$ cat src/srf_cfg.svh
`ifndef SRF_CFG_SVH
`define SRF_CFG_SVH

// Register byte offsets
`define SRF_OFF_CTRL 8'h00
`define SRF_OFF_INSTR 8'h04
`define SRF_OFF_STATUS 8'h08
`define SRF_OFF_ACCUM 8'h0C
`define SRF_OFF_BANK 8'h10
`define SRF_OFF_PTR 8'h14
`define SRF_OFF_LATCH 8'h18
`define SRF_OFF_IP 8'h1C
`define SRF_OFF_IDXBASE 8'h20

// Control and status field positions
`define SRF_CTRL_GO 0
`define SRF_CTRL_EXT 1
`define SRF_ST_BUSY 0
`define SRF_ST_NEG 1
`define SRF_ST_ZERO 2
`define SRF_ST_UNK 3

// Reset values
`define SRF_RST_ACCUM 8'h00
`define SRF_RST_BANK 4'h0
`define SRF_RST_PTR 21'h000000
`define SRF_RST_IP 21'h000000
`define SRF_RST_INSTR 16'h0000
`define SRF_RST_IDXBASE 12'h000

// Opcodes
`define SRF_OP_DISCARD 16'h0006
`define SRF_OP_SAVE 16'h0005
`define SRF_OP_TBL_HI 14'h0002
`define SRF_OP_ROT_HI 6'h10
`define SRF_OP_FILL_HI 7'h34
`define SRF_OP_SECOND 4'hF
`define SRF_FILL_VALUE 8'hFF

// Addressing
`define SRF_IDX_LIMIT 8'h5F
`define SRF_ACCESS_HI_BANK 4'hF
`define SRF_ACCESS_LO_BANK 4'h0
`define SRF_IP_STEP 21'h000002

// Quarter phases, one oscillator period each
`define SRF_Q1 2'h0
`define SRF_Q2 2'h1
`define SRF_Q3 2'h2
`define SRF_Q4 2'h3

`endif

$ cat src/srf_pkg.sv
package srf_pkg;

	// Execution sequencer states
	typedef enum logic [1:0] {
		SRF_IDLE,
		SRF_WAIT,
		SRF_CYC1,
		SRF_CYC2
	} srf_state_t;

	// Pointer update modes of the byte read
	typedef enum logic [1:0] {
		SRF_PM_KEEP,
		SRF_PM_POST_INC,
		SRF_PM_POST_DEC,
		SRF_PM_PRE_INC
	} srf_pm_mode_t;

endpackage : srf_pkg

$ cat src/srf_qphase.sv
`timescale 1ns/1ps
`include "srf_cfg.svh"

module srf_qphase (
	// Clock and reset
	input wire logic sys_clk,
	input wire logic reset_n,
	// Phase
	output logic [1:0] qphase
);

	logic [1:0] qphase_q;

	// Free running quarter counter
	always_ff @(posedge sys_clk) begin
		if (!reset_n) begin
			qphase_q <= `SRF_Q1;
		end else begin
			qphase_q <= qphase_q + 2'h1;
		end
	end

	assign qphase = qphase_q;

endmodule : srf_qphase

$ cat src/srf_addr_calc.sv
`timescale 1ns/1ps
`include "srf_cfg.svh"

module srf_addr_calc (
	// Instruction fields
	input wire logic [7:0] file_field,
	input wire logic access_bit,
	// Configuration
	input wire logic ext_en,
	input wire logic [3:0] bank_select,
	input wire logic [11:0] index_base,
	// Result
	output logic [11:0] file_addr
);

	wire indexed_mode;
	wire access_high;
	wire [11:0] indexed_addr;
	wire [11:0] access_addr;
	wire [11:0] banked_addr;

	// Mode selection
	assign indexed_mode = !access_bit && ext_en && (file_field <= `SRF_IDX_LIMIT);
	assign access_high = file_field > `SRF_IDX_LIMIT;
	assign indexed_addr = index_base + {4'h0, file_field};
	assign access_addr = access_high ? {`SRF_ACCESS_HI_BANK, file_field}
		: {`SRF_ACCESS_LO_BANK, file_field};
	assign banked_addr = {bank_select, file_field};

	// Final address
	assign file_addr = indexed_mode ? indexed_addr
		: (!access_bit ? access_addr : banked_addr);

endmodule : srf_addr_calc

$ cat src/srf_top.sv
`timescale 1ns/1ps
`include "srf_cfg.svh"

// Contract
// - Discard pops return stack head, no flags
// - Save pushes instruction pointer plus two, no flags
// - Rotate right, bit0 to bit7, N Z
// - Destination bit 0 accumulator, 1 file
// - Access bit 0 access bank, 1 banked
// - Indexed offset when a=0, ext, f<=5Fh
// - Fill ones writes FFh, no flags
// - Byte read copies program byte to latch
// - Pointer bit 0 selects word byte
// - Mode field picks pointer update
// - Instruction cycle is four quarter phases
// - Second word alone behaves as nop
module srf_top
	import srf_pkg::*;
(
	// Clock and reset
	input wire logic sys_clk,
	input wire logic reset_n,
	// APB slave
	input wire logic [7:0] paddr,
	input wire logic psel,
	input wire logic penable,
	input wire logic pwrite,
	input wire logic [31:0] pwdata,
	output logic [31:0] prdata,
	output logic pready,
	output logic pslverr,
	// Data register file
	output logic [11:0] rf_addr,
	output logic rf_rd_en,
	input wire logic [7:0] rf_rdata,
	output logic rf_wr_en,
	output logic [7:0] rf_wdata,
	// Program memory, word addressed
	output logic [19:0] pm_addr,
	output logic pm_rd_en,
	input wire logic [15:0] pm_rdata,
	// Return stack
	output logic rs_push,
	output logic rs_pop,
	output logic [20:0] rs_push_value
);

	srf_state_t state_q, state_d;
	logic [1:0] qphase;
	logic [15:0] instr_q;
	logic ext_en_q;
	logic [7:0] accum_q;
	logic [3:0] bank_q;
	logic [20:0] ptr_q;
	logic [7:0] latch_q;
	logic [20:0] ip_q;
	logic [11:0] idx_base_q;
	logic neg_q;
	logic zero_q;
	logic unk_q;
	logic [31:0] prdata_q;
	logic [11:0] rf_addr_q;
	logic rf_rd_en_q;
	logic rf_wr_en_q;
	logic [7:0] rf_wdata_q;
	logic [19:0] pm_addr_q;
	logic pm_rd_en_q;
	logic rs_push_q;
	logic rs_pop_q;
	logic [20:0] rs_value_q;
	logic [11:0] file_addr;

	// Quarter phase source
	srf_qphase u_qphase (
		.sys_clk(sys_clk),
		.reset_n(reset_n),
		.qphase(qphase)
	);

	// Operand address former
	srf_addr_calc u_addr (
		.file_field(instr_q[7:0]),
		.access_bit(instr_q[8]),
		.ext_en(ext_en_q),
		.bank_select(bank_q),
		.index_base(idx_base_q),
		.file_addr(file_addr)
	);

	// Phase strobes
	wire q1 = qphase == `SRF_Q1;
	wire q2 = qphase == `SRF_Q2;
	wire q3 = qphase == `SRF_Q3;
	wire q4 = qphase == `SRF_Q4;
	wire busy = state_q != SRF_IDLE;
	wire in_c1 = state_q == SRF_CYC1;
	wire in_c2 = state_q == SRF_CYC2;

	// Instruction decode
	wire is_discard = instr_q == `SRF_OP_DISCARD;
	wire is_save = instr_q == `SRF_OP_SAVE;
	wire is_tbl = instr_q[15:2] == `SRF_OP_TBL_HI;
	wire is_rot = instr_q[15:10] == `SRF_OP_ROT_HI;
	wire is_fill = instr_q[15:9] == `SRF_OP_FILL_HI;
	wire is_second = instr_q[15:12] == `SRF_OP_SECOND;
	wire is_known = is_discard | is_save | is_tbl | is_rot | is_fill | is_second;
	wire dest_file = instr_q[9];
	wire [1:0] pm_mode = instr_q[1:0];
	wire file_op = is_rot | is_fill;

	// Data path
	wire [7:0] rot_value = {rf_rdata[0], rf_rdata[7:1]};
	wire [7:0] op_result = is_fill ? `SRF_FILL_VALUE : rot_value;
	wire [7:0] pm_byte = ptr_q[0] ? pm_rdata[15:8] : pm_rdata[7:0];
	wire [20:0] ptr_inc = ptr_q + 21'h000001;
	wire [20:0] ptr_dec = ptr_q - 21'h000001;
	wire [20:0] ip_next = ip_q + `SRF_IP_STEP;
	wire [20:0] ptr_upd = ((in_c1 && is_tbl && pm_mode == SRF_PM_PRE_INC)
		|| (in_c2 && pm_mode == SRF_PM_POST_INC)) ? ptr_inc
		: (in_c2 && pm_mode == SRF_PM_POST_DEC) ? ptr_dec : ptr_q;

	// APB decode
	wire apb_setup = psel && !penable;
	wire apb_wr = psel && penable && pwrite;
	wire hit_ctrl = paddr == `SRF_OFF_CTRL;
	wire hit_instr = paddr == `SRF_OFF_INSTR;
	wire hit_status = paddr == `SRF_OFF_STATUS;
	wire hit_accum = paddr == `SRF_OFF_ACCUM;
	wire hit_bank = paddr == `SRF_OFF_BANK;
	wire hit_ptr = paddr == `SRF_OFF_PTR;
	wire hit_latch = paddr == `SRF_OFF_LATCH;
	wire hit_ip = paddr == `SRF_OFF_IP;
	wire hit_idx = paddr == `SRF_OFF_IDXBASE;
	wire hit_any = hit_ctrl | hit_instr | hit_status | hit_accum | hit_bank
		| hit_ptr | hit_latch | hit_ip | hit_idx;
	wire sw_wr = apb_wr && !busy;
	wire go = apb_wr && hit_ctrl && pwdata[`SRF_CTRL_GO] && !busy;

	// Status word
	wire [31:0] status_word = {28'h0000000, unk_q, zero_q, neg_q, busy};

	// Read mux
	wire [31:0] rd_mux = hit_ctrl ? {30'h0, ext_en_q, 1'b0}
		: hit_instr ? {16'h0000, instr_q}
		: hit_status ? status_word
		: hit_accum ? {24'h000000, accum_q}
		: hit_bank ? {28'h0000000, bank_q}
		: hit_ptr ? {11'h000, ptr_q}
		: hit_latch ? {24'h000000, latch_q}
		: hit_ip ? {11'h000, ip_q}
		: hit_idx ? {20'h00000, idx_base_q}
		: 32'h00000000;

	// Sequencer: start on Q1, byte read takes two cycles
	always_comb begin
		state_d = state_q;
		case (state_q)
			SRF_IDLE: begin
				if (go) begin
					state_d = SRF_WAIT;
				end
			end
			SRF_WAIT: begin
				if (q4) begin
					state_d = SRF_CYC1;
				end
			end
			SRF_CYC1: begin
				if (q4) begin
					state_d = is_tbl ? SRF_CYC2 : SRF_IDLE;
				end
			end
			SRF_CYC2: begin
				if (q4) begin
					state_d = SRF_IDLE;
				end
			end
			default: begin
				state_d = SRF_IDLE;
			end
		endcase
	end

	// State register
	always_ff @(posedge sys_clk) begin
		if (!reset_n) begin
			state_q <= SRF_IDLE;
		end else begin
			state_q <= state_d;
		end
	end

	// APB read data, captured in setup phase
	always_ff @(posedge sys_clk) begin
		if (!reset_n) begin
			prdata_q <= 32'h00000000;
		end else if (apb_setup) begin
			prdata_q <= rd_mux;
		end
	end

	// Software configuration registers
	always_ff @(posedge sys_clk) begin
		if (!reset_n) begin
			instr_q <= `SRF_RST_INSTR;
			ext_en_q <= 1'b0;
			bank_q <= `SRF_RST_BANK;
			idx_base_q <= `SRF_RST_IDXBASE;
		end else if (sw_wr) begin
			if (hit_instr) begin
				instr_q <= pwdata[15:0];
			end
			if (hit_ctrl) begin
				ext_en_q <= pwdata[`SRF_CTRL_EXT];
			end
			if (hit_bank) begin
				bank_q <= pwdata[3:0];
			end
			if (hit_idx) begin
				idx_base_q <= pwdata[11:0];
			end
		end
	end

	// Accumulator and flags
	always_ff @(posedge sys_clk) begin
		if (!reset_n) begin
			accum_q <= `SRF_RST_ACCUM;
			neg_q <= 1'b0;
			zero_q <= 1'b0;
			unk_q <= 1'b0;
		end else begin
			if (sw_wr && hit_accum) begin
				accum_q <= pwdata[7:0];
			end
			if (go) begin
				unk_q <= 1'b0;
			end
			if (in_c1 && q1 && !is_known) begin
				unk_q <= 1'b1;
			end
			if (in_c1 && q3 && is_rot) begin
				neg_q <= op_result[7];
				zero_q <= op_result == 8'h00;
				if (!dest_file) begin
					accum_q <= op_result;
				end
			end
		end
	end

	// Register file strobes: read in Q2, write in Q4
	always_ff @(posedge sys_clk) begin
		if (!reset_n) begin
			rf_addr_q <= 12'h000;
			rf_rd_en_q <= 1'b0;
			rf_wr_en_q <= 1'b0;
			rf_wdata_q <= 8'h00;
		end else begin
			rf_rd_en_q <= in_c1 && q1 && file_op;
			rf_wr_en_q <= in_c1 && q3 && (is_fill || (is_rot && dest_file));
			if (in_c1 && q1) begin
				rf_addr_q <= file_addr;
			end
			if (in_c1 && q3) begin
				rf_wdata_q <= op_result;
			end
		end
	end

	// Return stack strobes
	always_ff @(posedge sys_clk) begin
		if (!reset_n) begin
			rs_push_q <= 1'b0;
			rs_pop_q <= 1'b0;
			rs_value_q <= 21'h000000;
		end else begin
			rs_push_q <= in_c1 && q1 && is_save;
			rs_pop_q <= in_c1 && q2 && is_discard;
			if (in_c1 && q1) begin
				rs_value_q <= ip_next;
			end
		end
	end

	// Program memory read in second cycle Q2
	always_ff @(posedge sys_clk) begin
		if (!reset_n) begin
			pm_addr_q <= 20'h00000;
			pm_rd_en_q <= 1'b0;
			latch_q <= 8'h00;
		end else begin
			pm_rd_en_q <= in_c2 && q1;
			if (in_c2 && q1) begin
				pm_addr_q <= ptr_q[20:1];
			end
			if (in_c2 && q3) begin
				latch_q <= pm_byte;
			end
		end
	end

	// Pointer updates and instruction pointer advance
	always_ff @(posedge sys_clk) begin
		if (!reset_n) begin
			ptr_q <= `SRF_RST_PTR;
			ip_q <= `SRF_RST_IP;
		end else begin
			if (sw_wr && hit_ptr) begin
				ptr_q <= pwdata[20:0];
			end
			if (sw_wr && hit_ip) begin
				ip_q <= pwdata[20:0];
			end
			if (busy && q4) begin
				ptr_q <= ptr_upd;
			end
			if ((in_c1 && q4 && !is_tbl) || (in_c2 && q4)) begin
				ip_q <= ip_next;
			end
		end
	end

	// Output drive
	assign prdata = prdata_q;
	assign pready = psel && penable;
	assign pslverr = psel && penable && !hit_any;
	assign rf_addr = rf_addr_q;
	assign rf_rd_en = rf_rd_en_q;
	assign rf_wr_en = rf_wr_en_q;
	assign rf_wdata = rf_wdata_q;
	assign pm_addr = pm_addr_q;
	assign pm_rd_en = pm_rd_en_q;
	assign rs_push = rs_push_q;
	assign rs_pop = rs_pop_q;
	assign rs_push_value = rs_value_q;

endmodule : srf_top

$ cat config.mk
export PLATFORM = sky130hd
export DESIGN_NAME = srf_top
export DESIGN_NICKNAME = d
export VERILOG_FILES = /design/src/srf_pkg.sv /design/src/srf_qphase.sv /design/src/srf_addr_calc.sv /design/src/srf_top.sv
export VERILOG_INCLUDE_DIRS = /design/src
export SDC_FILE = /design/constraint.sdc
export NUM_CORES = 1
export LEC_CHECK = 0
export BUFFER_PORTS_ARGS = -buffer_cell sky130_fd_sc_hd__clkbuf_2
export CORE_MARGIN = 1.5
export CORE_UTILIZATION = 30
export CTS_CLUSTER_SIZE = 28
export DETAILED_ROUTE_END_ITERATION = 8
export GPL_TIMING_DRIVEN = 0
export PLACE_DENSITY = 0.6
export SYNTH_ARGS = -nofsm -noshare
export SYNTH_HDL_FRONTEND = slang
export SYNTH_HIERARCHICAL = 1
export SYNTH_SLANG_ARGS = --single-unit
$ cat constraint.sdc
create_clock -name sys_clk -period 3.75 [get_ports sys_clk]
set_clock_uncertainty 0.1 [all_clocks]
set_input_delay 0.375 -clock sys_clk [delete_from_list [all_inputs] [get_ports sys_clk]]
set_output_delay 0.375 -clock sys_clk [all_outputs]
set_load 0.01 [all_outputs]
==> results summary <==
TritonCTS built the clock tree. The number of cells after detailed placement is between 1.5k and 2k. The worst supply voltage drop on vdd came out at between 0.3 and 0.4 mV.

Using the TritonRoute via totals, the vias-per-cell ratio works out to 5.58. The largest individual stage delay along the critical path comes from the cell sky130_fd_sc_hd__o41a_1. With fillers left out, the area of the finished cells amounts to 12,300 sq um. At the worst endpoint, the required time is 3.95 ns. The top cell types in the final layout, fill and taps aside, are 196 x sky130_fd_sc_hd__nand2_1, 177 x sky130_fd_sc_hd__dfxtp_1, 146 x sky130_fd_sc_hd__clkbuf_2. The via count of the first global-routing pass came out at 9,812. The filler cell count in the final layout came out at 3,426.

The die is 185 microns wide. In this run the static leakage power is 4.43 nW. Along the worst path, the maximum fanout reaches 6.

In the final layout, the multi-input gates occupy 6100 sq um. The total count of hold-check failures in the final report came out at 0. The worst setup path is captured at a register. The floorplan row count came out at 66. Setup repair after global routing could not meet its margin everywhere. Setup violations remaining at the end of the flow were counted as 0.

Before antenna repair, the detailed router went through 6 iterations. STA puts the critical path data arrival time at 3.84 ns. The I/O pin total came out at 169. Clock tree synthesis selected as its root buffer the cell sky130_fd_sc_hd__clkbuf_16. The initial antenna violation count came out at 0. The count of hold buffers inserted by post-cts repair came out at 0. Synthesis instantiated slightly above 80 different standard cells from the library. In this run the tool buffered the top-level ports with ~150 buffer cells. The total routing usage reported by global routing is 0.232. The number of antenna-violating nets in the routed design is 0. The number of buffers created by CTS is 17. The height of the chip came out at 185 microns. Counting flops with a built-in enable in the synthesized netlist gives 0. The global-route wire length before repair came out at slightly below 60 mm. The number of max-cap violations came out at 0. The count of vias placed by the detailed router is approximately 11k.

Entering global routing, the biggest net connects 20 pins. The fraction of final layout cells sized beyond drive strength 1 came out at 0.191. Walking the worst path, the cells encountered are nor4_4 -> nand4_1 -> o22ai_4 -> buf_6 -> clkinvlp_4 -> ha_4 -> a21o_1 -> and4_1 -> o41a_1 -> o21ai_4 -> o311ai_2 -> xnor2_1 -> a31oi_1.

CTS built an H-tree with a depth of 4. The placed cell area came out at 11,300 sq um. The layout overhead on the synthesized area is 23.2%.

The routability-driven placement congestion ratio came out at 0.964. The flow ran to the end, and the final reports show no timing, DRC or antenna violations. The startpoint type of the worst setup path is a register. The clock drives 185 sinks. The number of antenna diodes in the final layout is 0. The slew of the pin with the lowest slew margin is 1.18 ns.

The critical path contains buffers and inverters numbering 2 combined. The net count of the finished layout is around 1.6k. Of all flip-flops after synthesis, the portion carrying an async set or reset was 0.

No sink is reached through more buffers than the 2 on the longest clock path. The most instantiated flip-flop cell in the synthesis netlist is sky130_fd_sc_hd__dfxtp_1. The detailed router finished its first iteration with 1,110 violations. The power per standard cell area came out at 328 nW/um^2. The number of cells produced by synthesis came out at 1,271.

The final number of max-transition violations is 0. Dividing the final minimum period by the clock period gives 0.970. The headroom to the max-slew limit came out at 0.211. The clock insertion delay at the later pin of the skew report came out at roughly 0.45 ns. The register bit count reported by yosys is approximately 190. After synthesis the cells add up to ~10000 sq um.

The post-layout minimum cycle time is around 3.6 ns. The area enclosed by the die boundary is 34,300 sq um. The starting density of the core came out at 0.305. The post-layout instance count excluding filler cells came out at 1,913. The count of unresolved DRC violations after routing is 0.

The synthesized area divided by synthesized cell count is 7.83 sq um. Static timing analysis puts the maximum clock frequency at about 270 MHz. The overall overflow remaining after global route came out at 0. The cell family contributing the most delay on the critical path is compound AO/OA/AOI/OAI gates. The floorplan core area came out at 32,600 sq um. The Yosys warning count is 6.

The share of synthesized area occupied by flip-flops and latches came out at 0.372. The routed wire length came out at 40.2 mm. The summed negative setup slack over all endpoints came out at 0 ns. The most common cell after layout, fill and taps aside is sky130_fd_sc_hd__nand2_1. The setup path with the least slack is of type register to register. The total half-perimeter wirelength after legalization and detailed placement is approximately 30 mm. The final routed wire length divided by cell count is 21.0 microns.

The clock transition time at the flip-flop clock pins of the worst setup and hold paths is 0.08 ns. The largest stage delay on the critical path came out at 0.49 ns. The worst hold path belongs to the class primary input to register.

The sequential cell area in the final layout came out at between 3000 and 4000 sq um.
kinds of logic after synthesis:
family,Yosys count,share of synthesized area
muxes,24,0.0265
buffers and inverters,109,0.0471
DFF,185,0.372
and+or+nand+nor,493,0.228
AOI/OAI and AO/OA,394,0.256
other,1,0.000377
adders and majority gates,30,0.0392
xor gates and xnor gates,35,0.0308
final timing paths:
kind	start	to	slack (ns)	cells past startpoint
worst min register to register	pm_addr[11]	pm_addr[11]	0.36	2
worst min-delay path	reset_n	u_qphase/qphase[1]	0.06	2
worst max register to register	instr_q[8]	ptr_q[17]	0.11	13
worst max-delay path	instr_q[8]	ptr_q[17]	0.11	13
power by group:
| part | total, mW | internal (mW) | leakage (nW) | switching (mW) |
|---|---|---|---|---|
| Sequential | 1.97 | 1.97 | 1.50 | 0.00471 |
| Combinational | 0.235 | 0.0671 | 2.64 | 0.168 |
| Clock | 1.82 | 0.893 | 0.288 | 0.929 |
| Total | 4.03 | 2.93 | 4.43 | 1.10 |
routing by layer:
layer | wire length (microns) | track usage | part of all wire
met5 | 0 | 0 | 0
met3 | 3230 | 0.0411 | 0.080
met4 | 982 | 0.0667 | 0.024
met1 | 17700 | 0.314 | 0.44
met2 | 18300 | 0.375 | 0.46
cells in the mapped netlist (all sizes together) (14+ instances only):
cell type / n / area (sq um)
a31oi: 15 / 106
a21oi: 123 / 616
nor3: 36 / 201
a211oi: 37 / 283
dfxtp: 185 / 3700
a221oi: 15 / 138
o21ai: 81 / 409
buf: 25 / 154
ha: 28 / 350
nor2b: 14 / 87.6
nand3: 44 / 220
xnor2: 22 / 193
a21o: 18 / 135
mux2i: 14 / 140
clkbuf: 63 / 236
nand2: 196 / 736
a22oi: 23 / 173
nor2: 127 / 479
inv: 21 / 78.8
stage by stage:
| step | power, mW | util | hold slack, ns | setup slack (ns) |
|---|---|---|---|---|
| floorplan | 2.12 | - | 0.341 | 0.0377 |
| global placement | 2.25 | 0.346 | 0.345 | -1.41 |
| detailed placement | 2.24 | 0.346 | 0.347 | -1.38 |
| CTS | 4.05 | 0.370 | 0.0466 | -0.00425 |
| global route | 4.15 | 0.376 | 0.0578 | -0.0574 |
| finish | 4.03 | 0.376 | 0.0561 | 0.112 |
what timing repair did:
action / in CTS / in global routing
gates resized for setup: 33 / 29
pin swaps: 8 / 12
setup endpoints to repair: 16 / 11
cloned: 1 / 0
buffers inserted: 8 / 3
registers in the layout, indices dropped and copies added, names as in the netlist, 4 cells and up:
| name | flops |
|---|---|
| ip_q | 21 |
| prdata | 21 |
| ptr_q | 21 |
| rs_push_value | 21 |
| pm_addr | 20 |
| instr_q | 16 |
| idx_base_q | 12 |
| rf_addr | 12 |
| accum_q | 8 |
| latch_q | 8 |
| rf_wdata | 8 |
| bank_q | 4 |
cell type report:
class,count,share of cell area
Tap cell,442,0.0451
Clock inverter,15,0.0129
Timing Repair Buffer,157,0.0672
Buffer,88,0.0320
Timing Repair inverter,1,0.000612
Sequential cell,185,0.303
Multi-Input combinational cell,987,0.497
Clock buffer,17,0.0347
Inverter,21,0.00673
No activity file was read; power rests on OpenSTA's default activity.
